[config.mk]
export PLATFORM = sky130hd
export DESIGN_NAME = iar_alias_remap
export DESIGN_NICKNAME = d
export VERILOG_FILES = /design/src/rtl/iar_pkg.sv /design/src/rtl/iar_match_if.sv /design/src/rtl/iar_alias_match.sv /design/src/rtl/iar_alias_remap.sv
export SDC_FILE = /design/constraint.sdc
export NUM_CORES = 1
export LEC_CHECK = 0
export BUFFER_PORTS_ARGS = -buffer_cell sky130_fd_sc_hd__buf_4
export CAP_MARGIN = 20
export CORE_MARGIN = 2
export CORE_UTILIZATION = 60
export DETAILED_ROUTE_END_ITERATION = 6
export PLACE_DENSITY = 0.87
export SETUP_SLACK_MARGIN = 0.3
export SLEW_MARGIN = 20
export SYNTH_ARGS = -nofsm -noshare
export SYNTH_HDL_FRONTEND = slang
export SYNTH_HIERARCHICAL = 1
export SYNTH_SLANG_ARGS = --single-unit
export TNS_END_PERCENT = 50
[constraint.sdc]
create_clock -name clk_in -period 3.4 [get_ports clk_in]
set_input_delay 0.68 -clock clk_in [delete_from_list [all_inputs] [get_ports clk_in]]
set_output_delay 0.68 -clock clk_in [all_outputs]
set_load 0.1 [all_outputs]
[src/rtl/iar_pkg.sv]
package iar_pkg;

	// receive ports, each with its own copy of the alias entries
	localparam int IAR_NUM_PORTS   = 2;
	localparam int IAR_PORT_W      = 1;
	localparam int IAR_NUM_ENTRIES = 5;
	localparam int IAR_ENTRY_W     = 3;
	localparam int IAR_ADDR_W      = 7;
	localparam int IAR_DATA_W      = 8;

	typedef logic [IAR_ADDR_W-1:0]  iar_addr_t;
	typedef logic [IAR_DATA_W-1:0]  iar_byte_t;
	typedef logic [IAR_ENTRY_W-1:0] iar_idx_t;

	// register offsets, entries 3 to 7
	localparam iar_byte_t IAR_OFS_ENTRY_3 = 8'h68;
	localparam iar_byte_t IAR_OFS_ENTRY_4 = 8'h69;
	localparam iar_byte_t IAR_OFS_ENTRY_5 = 8'h6a;
	localparam iar_byte_t IAR_OFS_ENTRY_6 = 8'h6b;
	localparam iar_byte_t IAR_OFS_ENTRY_7 = 8'h6c;

	// number of the first entry held here
	localparam iar_idx_t  IAR_FIRST_ENTRY = 3'h3;

	// field layout and reset value of an entry
	localparam int        IAR_ALIAS_MSB   = 7;
	localparam int        IAR_ALIAS_LSB   = 1;
	localparam int        IAR_AUTO_ACK    = 0;
	localparam int        IAR_RW_BIT      = 0;
	localparam iar_byte_t IAR_ENTRY_RST   = 8'h00;
	localparam iar_addr_t IAR_ALIAS_OFF   = 7'h00;
	localparam iar_byte_t IAR_READ_IDLE   = 8'h00;

	// offset to entry index; valid flag in the top bit
	function automatic logic [IAR_ENTRY_W:0] iar_decode(input iar_byte_t ofs);
		unique case (ofs)
			IAR_OFS_ENTRY_3: iar_decode = {1'b1, 3'h0};
			IAR_OFS_ENTRY_4: iar_decode = {1'b1, 3'h1};
			IAR_OFS_ENTRY_5: iar_decode = {1'b1, 3'h2};
			IAR_OFS_ENTRY_6: iar_decode = {1'b1, 3'h3};
			IAR_OFS_ENTRY_7: iar_decode = {1'b1, 3'h4};
			default:         iar_decode = {1'b0, 3'h0};
		endcase
	endfunction : iar_decode

endpackage : iar_pkg

[src/rtl/iar_match_if.sv]
`timescale 1ns/1ps
`default_nettype none
interface iar_match_if;
	import iar_pkg::*;

	iar_byte_t entry [IAR_NUM_ENTRIES];
	iar_addr_t phys  [IAR_NUM_ENTRIES];
	iar_byte_t addr_byte;
	logic      hit;
	iar_idx_t  idx;
	iar_addr_t remap;
	logic      auto_ack;

	modport owner (
		output entry, phys, addr_byte,
		input  hit, idx, remap, auto_ack
	);
	modport matcher (
		input  entry, phys, addr_byte,
		output hit, idx, remap, auto_ack
	);
endinterface : iar_match_if
`default_nettype wire

[src/rtl/iar_alias_match.sv]
`timescale 1ns/1ps
`default_nettype none
module iar_alias_match
	import iar_pkg::*;
(
	iar_match_if.matcher m
);
	iar_addr_t incoming;
	logic      is_write;

	// address bits only; direction bit does not take part
	assign incoming = m.addr_byte[IAR_ALIAS_MSB:IAR_ALIAS_LSB]; // RL7
	assign is_write = ~m.addr_byte[IAR_RW_BIT];

	always_comb begin
		m.hit      = 1'b0;
		m.idx      = '0;
		m.remap    = '0;
		m.auto_ack = 1'b0;
		// lowest entry wins when two aliases are equal
		for (int i = IAR_NUM_ENTRIES - 1; i >= 0; i--) begin
			if (m.entry[i][IAR_ALIAS_MSB:IAR_ALIAS_LSB] != IAR_ALIAS_OFF && // RL3
			    m.entry[i][IAR_ALIAS_MSB:IAR_ALIAS_LSB] == incoming) begin // RL1
				m.hit      = 1'b1;
				m.idx      = iar_idx_t'(i);
				m.remap    = m.phys[i]; // RL2
				m.auto_ack = is_write & m.entry[i][IAR_AUTO_ACK]; // RL4
			end
		end
	end
endmodule : iar_alias_match
`default_nettype wire

[src/rtl/iar_alias_remap.sv]
// Operation
// (RL1) each entry 3..7 holds a 7-bit alias in bits 7:1, reset zero, compared
// (RL2) on alias match the paired physical target address replaces the address
// (RL3) alias value zero disables the entry: no detect, no forward
// (RL4) bit 0 set auto-acknowledges writes to that target regardless of link
// (RL5) one copy of every entry per receive port, accessed via port select
// (RL6) paired target setting bits 7:1 hold the physical 7-bit target address
// (RL7) alias compare uses only the 7 address bits, ignoring read/write
`timescale 1ns/1ps
`default_nettype none
module iar_alias_remap
	import iar_pkg::*;
(
	// clock and reset
	input  wire logic                                   clk_in,
	input  wire logic                                   rst_n_in,
	// register access from the local i2c target logic
	input  wire logic [IAR_PORT_W-1:0]                  port_sel_in,
	input  wire logic [IAR_DATA_W-1:0]                  reg_addr_in,
	input  wire logic [IAR_DATA_W-1:0]                  reg_wdata_in,
	input  wire logic                                   reg_wr_in,
	input  wire logic                                   reg_rd_in,
	output logic      [IAR_DATA_W-1:0]                  reg_rdata_out,
	output logic                                        reg_hit_out,
	// physical target settings, bits 7:1 of each, per port and entry
	input  wire logic [IAR_NUM_PORTS-1:0][IAR_NUM_ENTRIES-1:0][IAR_DATA_W-1:0] remote_physical_addr_in,
	// first byte of a local i2c transaction
	input  wire logic                                   addr_valid_in,
	input  wire logic [IAR_DATA_W-1:0]                  addr_byte_in,
	// forward path, one lane per receive port
	output logic      [IAR_NUM_PORTS-1:0]               fwd_valid_out,
	output logic      [IAR_NUM_PORTS-1:0][IAR_DATA_W-1:0] fwd_byte_out,
	output logic      [IAR_NUM_PORTS-1:0][IAR_ENTRY_W-1:0] fwd_entry_out,
	output logic      [IAR_NUM_PORTS-1:0]               auto_ack_out
);

	// entry storage, one copy per port
	iar_byte_t entry      [IAR_NUM_PORTS][IAR_NUM_ENTRIES];
	iar_byte_t next_entry [IAR_NUM_PORTS][IAR_NUM_ENTRIES];

	// register read answer
	iar_byte_t next_rdata;
	logic      next_hit;

	// forward path state
	logic      [IAR_NUM_PORTS-1:0]               next_fwd_valid;
	logic      [IAR_NUM_PORTS-1:0][IAR_DATA_W-1:0] next_fwd_byte;
	logic      [IAR_NUM_PORTS-1:0][IAR_ENTRY_W-1:0] next_fwd_entry;
	logic      [IAR_NUM_PORTS-1:0]               next_auto_ack;

	logic      [IAR_ENTRY_W:0]                   dec;
	iar_idx_t                                    sel_idx;
	logic                                        sel_ok;

	assign dec     = iar_decode(reg_addr_in);
	assign sel_ok  = dec[IAR_ENTRY_W];
	assign sel_idx = dec[IAR_ENTRY_W-1:0];

	// register writes land only in the selected port's copy
	always_comb begin
		for (int p = 0; p < IAR_NUM_PORTS; p++) begin
			for (int e = 0; e < IAR_NUM_ENTRIES; e++) begin
				next_entry[p][e] = entry[p][e];
				if (reg_wr_in && sel_ok && port_sel_in == IAR_PORT_W'(p) &&
				    sel_idx == iar_idx_t'(e)) begin // RL5
					next_entry[p][e] = reg_wdata_in; // RL1 RL4
				end
			end
		end
	end

	always_ff @(posedge clk_in or negedge rst_n_in) begin
		if (!rst_n_in) begin
			for (int p = 0; p < IAR_NUM_PORTS; p++) begin
				for (int e = 0; e < IAR_NUM_ENTRIES; e++) begin
					entry[p][e] <= IAR_ENTRY_RST; // RL1
				end
			end
		end else begin
			entry <= next_entry;
		end
	end

	// reads return the selected port's copy, unmapped offsets read zero
	always_comb begin
		next_rdata = IAR_READ_IDLE;
		next_hit   = 1'b0;
		if (reg_rd_in && sel_ok) begin
			next_rdata = entry[port_sel_in][sel_idx]; // RL5
			next_hit   = 1'b1;
		end else if (reg_wr_in && sel_ok) begin
			next_hit   = 1'b1;
		end
	end

	always_ff @(posedge clk_in or negedge rst_n_in) begin
		if (!rst_n_in) begin
			reg_rdata_out <= IAR_READ_IDLE;
			reg_hit_out   <= 1'b0;
		end else begin
			reg_rdata_out <= next_rdata;
			reg_hit_out   <= next_hit;
		end
	end

	// one alias decoder per receive port
	logic      [IAR_NUM_PORTS-1:0]               m_hit;
	logic      [IAR_NUM_PORTS-1:0]               m_auto;
	logic      [IAR_NUM_PORTS-1:0][IAR_ADDR_W-1:0] m_remap;
	logic      [IAR_NUM_PORTS-1:0][IAR_ENTRY_W-1:0] m_idx;

	for (genvar p = 0; p < IAR_NUM_PORTS; p++) begin : g_port
		iar_match_if mif ();

		for (genvar e = 0; e < IAR_NUM_ENTRIES; e++) begin : g_entry
			assign mif.entry[e] = entry[p][e];
			// physical address sits in bits 7:1 of its setting
			assign mif.phys[e]  =
				remote_physical_addr_in[p][e][IAR_ALIAS_MSB:IAR_ALIAS_LSB]; // RL6
		end
		assign mif.addr_byte = addr_byte_in;

		iar_alias_match u_match (
			.m (mif.matcher)
		);

		assign m_hit[p]   = mif.hit;
		assign m_auto[p]  = mif.auto_ack;
		assign m_remap[p] = mif.remap;
		assign m_idx[p]   = mif.idx;
	end

	// forward the remapped first byte, direction bit kept
	always_comb begin
		for (int p = 0; p < IAR_NUM_PORTS; p++) begin
			next_fwd_valid[p] = 1'b0;
			next_fwd_byte[p]  = fwd_byte_out[p];
			next_fwd_entry[p] = fwd_entry_out[p];
			next_auto_ack[p]  = 1'b0;
			if (addr_valid_in && m_hit[p]) begin // RL3
				next_fwd_valid[p] = 1'b1;
				next_fwd_byte[p]  = {m_remap[p], addr_byte_in[IAR_RW_BIT]}; // RL2 RL7
				next_fwd_entry[p] = IAR_ENTRY_W'(m_idx[p] + IAR_FIRST_ENTRY);
				next_auto_ack[p]  = m_auto[p]; // RL4
			end
		end
	end

	always_ff @(posedge clk_in or negedge rst_n_in) begin
		if (!rst_n_in) begin
			fwd_valid_out <= '0;
			fwd_byte_out  <= '0;
			fwd_entry_out <= '0;
			auto_ack_out  <= '0;
		end else begin
			fwd_valid_out <= next_fwd_valid;
			fwd_byte_out  <= next_fwd_byte;
			fwd_entry_out <= next_fwd_entry;
			auto_ack_out  <= next_auto_ack;
		end
	end

endmodule : iar_alias_remap
`default_nettype wire

# Word level (Yosys, flattened, before mapping)
# Cells that the tools add are included.
# op_classes
n_reduce_logical	37
div_mod_pow	0
add_sub_neg	2
n_lt_le_gt_ge	2
mux	54
shift	0
bitwise_logic	14
n_mul	0
eq_ne	19
# ops
op	count
40-bit two-way mux	3
7-bit == test	10
7-bit two-way mux	10
7-bit nonzero test	10
8-bit by 7-bit == test with 1-bit output (second input constant)	5
3-bit two-way mux	10
1-bit logical AND	26
1-bit two-way mux	26
8-bit binary-select mux with 3-bit select	1
8-bit two-way mux	3
4-bit one-hot mux with 5 select lines	1
1-bit AND	10
3-bit by 2-bit adder with 3-bit output (second input constant)	2
3-bit by 2-bit == test with 1-bit output (second input constant)	2
4-bit >= comparator (second input constant)	1
3-bit NOT with 4-bit output	1
3-bit by 1-bit == test with 1-bit output (second input constant)	1
3-bit == test (second input constant)	1
3-bit logical NOT	1
2-bit >= comparator (second input constant)	1
1-bit NOT	2
1-bit NOT with 2-bit output	1
# totals
out_inout_bits	35
latchBits	0
register_bits	115
word_cells	146
ramBits	0
in_bits	110
romBits	0
mem_count	0

# Longest topological paths before layout
# logic_depth
word_depth	9
mapped_depth	12
ltp_nobuf	10

# Modules after synthesis
# Netlist, hierarchy kept.
# modules_own_cells
module	cells_per_inst	area_each_um2	instances	seq_area_each_um2
iar_alias_remap	351	5098.6	1	2877.8
iar_alias_match	122	860.8	2	0.0

# Worst setup path after synthesis
# OpenSTA, ideal clock, no wires.
# synth_path
kind	input to register
startpoint	input port addr_byte_in[7]
endpoint	register fwd_byte_out[12] (netlist name)
path_slack_ps	712
arrival_ps	2562
n_path_buf	3
path_stages	10
setup_time_ps	126
required_time_ps	3274
path_cell_list	buf_2 > a211o_1 > a2111oi_2 > nand2b_1 > buf_2 > inv_1 > nand3_1 > nand2_1 > clkbuf_1 > mux2_2
# synth_between
elab_chain_len	8
word_cells_on_any_way	21
cone_classes	5 x eq/ne; 10 x mux; 6 x reduce/logical
# synth_lines
element	line_no	source
from (decl)	iar_alias_remap.sv:29	input wire logic [IAR_DATA_W-1:0] addr_byte_in,
7-bit == test	iar_alias_match.sv:23	m.entry[i][IAR_ALIAS_MSB:IAR_ALIAS_LSB] == incoming) begin
1-bit logical AND	iar_alias_match.sv:22	if (m.entry[i][IAR_ALIAS_MSB:IAR_ALIAS_LSB] != IAR_ALIAS_OFF &&
1-bit two-way mux (4 in series)	iar_alias_match.sv:22	
1-bit two-way mux *	iar_alias_match.sv:22	
net g_port[1].mif.hit	iar_match_if.sv:9	logic hit;
1-bit logical AND *	iar_alias_remap.sv:140	if (addr_valid_in && m_hit[p]) begin
to (signal assigned)	iar_alias_remap.sv:157	fwd_byte_out <= next_fwd_byte;
to (decl)	iar_alias_remap.sv:32	output logic [IAR_NUM_PORTS-1:0][IAR_DATA_W-1:0] fwd_byte_out,
# The timed path passes the listed nets; every way through them passes the cells marked *.
# A chain may end at the register's enable or synchronous reset.

# Worst setup path after layout
# layout_path
startpoint	register entry[2] (netlist name)
endpoint	register fwd_byte_out[8] (netlist name)
# layout_between
elab_chain_len	8
word_cells_on_any_way	9
cone_classes	1 x eq/ne; 5 x mux; 3 x reduce/logical
# layout_lines
element	line_no
7-bit == test / 7-bit nonzero test (equally long branches)	iar_alias_match.sv:23, iar_alias_match.sv:22
1-bit logical AND *	iar_alias_match.sv:22
1-bit two-way mux * (5 in series)	iar_alias_match.sv:22
net g_port[1].mif.hit	iar_match_if.sv:9
1-bit logical AND *	iar_alias_remap.sv:140
# Marked as above.

==> impl_metrics.tcl <==
set metrics [dict create \
    cts_tree "built" \
    violations "DRC" \
    avgSynthCellArea_um2 11.5 \
    slew_viol_final 0 \
    synth.distinct_cells 48 \
    post_drt_wl_per_cell_um 22.9 \
    io_pins 145 \
    clk_latency_ps 420 \
    rsz0062_at_grt "no" \
    place_hpwl_um 13600 \
    antenna_found_initial 0 \
    drt_pass1_iterations 7 \
    cap_violations 0 \
    synth_area_leader_cell "dfrtp_1" \
    yosys-top-cells-area "dfrtp_1, mux2_2, xor2_1" \
    grt_pass1_wl_um 31200 \
    post_cts.repair.setup_buffers 0 \
    grt_max_degree 50 \
    cts_resized 0 \
    synth.top_cell.area_share 0.422 \
    r2r_setup_slack_ps 660 \
    outcome "complete, but fails checks" \
    synth_ff_type "dfrtp_1" \
    clkTransAtPathRegs_ps 50 \
    ctsHoldBuffers 0 \
    start_kind "register" \
    fin_crit_ps 2740 \
    power_frac_seq 0.397 \
    ys.warnings.count 6 \
    dieArea_um2 12200 \
    powerDensity_nw_per_um2 433 \
    async_flop_share 1.00 \
    path_class "reg2reg" \
    rows 38 \
    p_int_mw 2.75 \
    htree_levels 4 \
    drt_iter0_markers 522 \
    die_y_um 111 \
    die_width_um 111 \
    syn_nets 707 \
    period_share 0.805 \
    cts.sinks 115 \
    antennaDiodeCount 0 \
    drive_gt1_frac 0.416 \
    hp-class "in2async" \
    layout_commonest_cell "buf_4" \
    hold_viol_final 0 \
    grt_pass1_vias 5788 \
    peakVddDrop_mv 0.387 \
    fmax_ghz 0.366 \
    crit_chain "nor4_1, a211oi_1, o2111ai_1, nand3_1, nand2_1, mux2_2" \
    ant_nets 0 \
    root_buffer "clkbuf_16" \
    area_delta_synth_final_pct 23.4 \
    portBuffers 134 \
    netSwitchingPower_mw 0.890 \
    crit_slowest_cell "o2111ai_1" \
    grt_overflow 0 \
    layout_common_cells "buf_4, dfrtp_1, mux2_2, xor2_1, nor2_1" \
    wirelength_um 19800 \
    ys_ff_latch 115 \
    worst_ep_required_time_ps 3690 \
    path_max_fanout 15 \
    coreArea_um2 11000 \
    cts_buffers 17 \
    synth_edf_count 0 \
    max-clock-path-buffers 2 \
    clkPwrFrac 0.483 \
    fin_skew_ps 7.85 \
    slew_headroom 0.558 \
    setup_viol 0 \
    routed-via-count 5677 \
    cp.arrival_ps 3030 \
    viasPerCell 6.56 \
    critPathMaxStageDelay_ps 580 \
    tns_ps 0 \
    combPwrFrac 0.121 \
    p_leak_nw 4.17 \
    initial_core_util 0.621 \
    finalNetCount 826 \
    seq_area_frac_synth 0.422 \
    grtUsageTotal 0.326 \
    tightest_slew_ps 662 \
    synthCells 595 \
    drc 3 \
    worstSetupEndpointType "register" \
    gp_congestion 0.938 \
    synthesis.area_um2 6820 \
    switching_share 0.244 \
    postLayoutCoreUtil 0.766 \
]
## flip-flops by register name, indices dropped and copies added, names as in the netlist
| name | cells |
|---|---|
| auto_ack_out | 2 |
| entry | 80 |
| fwd_byte_out | 16 |
| fwd_entry_out | 6 |
| fwd_valid_out | 2 |
| reg_hit_out | 1 |
| reg_rdata_out | 8 |
## final cells by class
cell class,count,area (um2)
Inverter,20,75.1
Fill cell,692,2570
Clock buffer,27,513
Timing Repair Buffer,144,1090
Multi-Input combinational cell,416,3610
Tap cell,140,175
Sequential cell,115,2880
Clock inverter,4,70.1
## layer usage
layer  track usage  share of wire  up-vias
met3        0.0939           0.11       77
met4         0.163          0.042        0
met1         0.412           0.37     2805
met5             0              0        -
li1              -              -     2439
met2         0.517           0.48      356
## metrics by stage
stage,hold WS [ps],worst slack (ps),total power [mW],cell area (um2),instances
2_1_floorplan,384,712,1.71,6820,595
4_1_cts,308,735,3.64,8420,866
5_1_grt,346,550,3.74,8420,866
6_report,296,664,3.65,8420,866
3_5_place_dp,474,378,1.89,7830,835
3_3_place_gp,470,429,1.88,7830,835
## cell families after synthesis
group | after synthesis | share of synthesized area
muxes | 122 | 0.222
buffers and inverters | 64 | 0.0484
AOI/OAI and AO/OA | 85 | 0.0970
and+or+nand+nor | 141 | 0.122
xor gates and xnor gates | 66 | 0.0848
DFF | 115 | 0.422
adders and majority gates | 2 | 0.00367
## power by group through the flow
stage          logic (mW)  registers, mW  clock network (mW)
2_1_floorplan       0.190           1.52                   0
3_3_place_gp        0.416           1.46                   0
3_5_place_dp        0.429           1.47                   0
4_1_cts             0.434           1.44                1.76
5_1_grt             0.463           1.45                1.83
6_report            0.440           1.45                1.76
## worst paths after layout
| kind | start | depth (start not counted) | to |
|---|---|---|---|
| worst min-delay path | rst_n_in | 1 | reg_hit_out$_DFF_PN0_ |
| min in group clk_in | fwd_entry_out[0]$_DFFE_PN0P_ | 2 | fwd_entry_out[0]$_DFFE_PN0P_ |
| worst min register to register | fwd_entry_out[0]$_DFFE_PN0P_ | 2 | fwd_entry_out[0]$_DFFE_PN0P_ |
| worst max-delay path | entry[2]$_DFFE_PN0P_ | 6 | fwd_byte_out[8]$_DFFE_PN0P_ |
| max in group asynchronous | rst_n_in | 2 | auto_ack_out[0]$_DFF_PN0_ |
| worst max register to register | entry[2]$_DFFE_PN0P_ | 6 | fwd_byte_out[8]$_DFFE_PN0P_ |
## synthesized netlist by cell type (3+ instances only)
library cell / number
a221oi_1: 10
and3_1: 4
nand4_2: 7
inv_1: 20
nand3_1: 4
a2bb2oi_1: 5
nor2_1: 32
xnor2_1: 20
dfrtp_1: 115
o31ai_1: 15
nand2_1: 28
a211o_1: 4
buf_2: 15
nand4_1: 9
xor2_1: 46
nor2b_1: 4
a22oi_1: 14
buf_6: 7
nand2b_1: 3
buf_4: 5
nor4_1: 18
mux4_2: 14
mux2_2: 96
buf_1: 9
o21ai_0: 14
mux2i_1: 12
and2_1: 3
a21oi_1: 9
nor3_1: 13
a2111oi_2: 6
clkbuf_1: 8
## critical path, delay by kind of cell (launching register included)
family / cells / cell delay (ps)
AND/OR/NAND/NOR: 3 / 1040
flip-flops: 1 / 430
AO/OA/AOI/OAI: 2 / 720
multiplexers: 1 / 410
No activity file was read; power rests on OpenSTA's default activity.
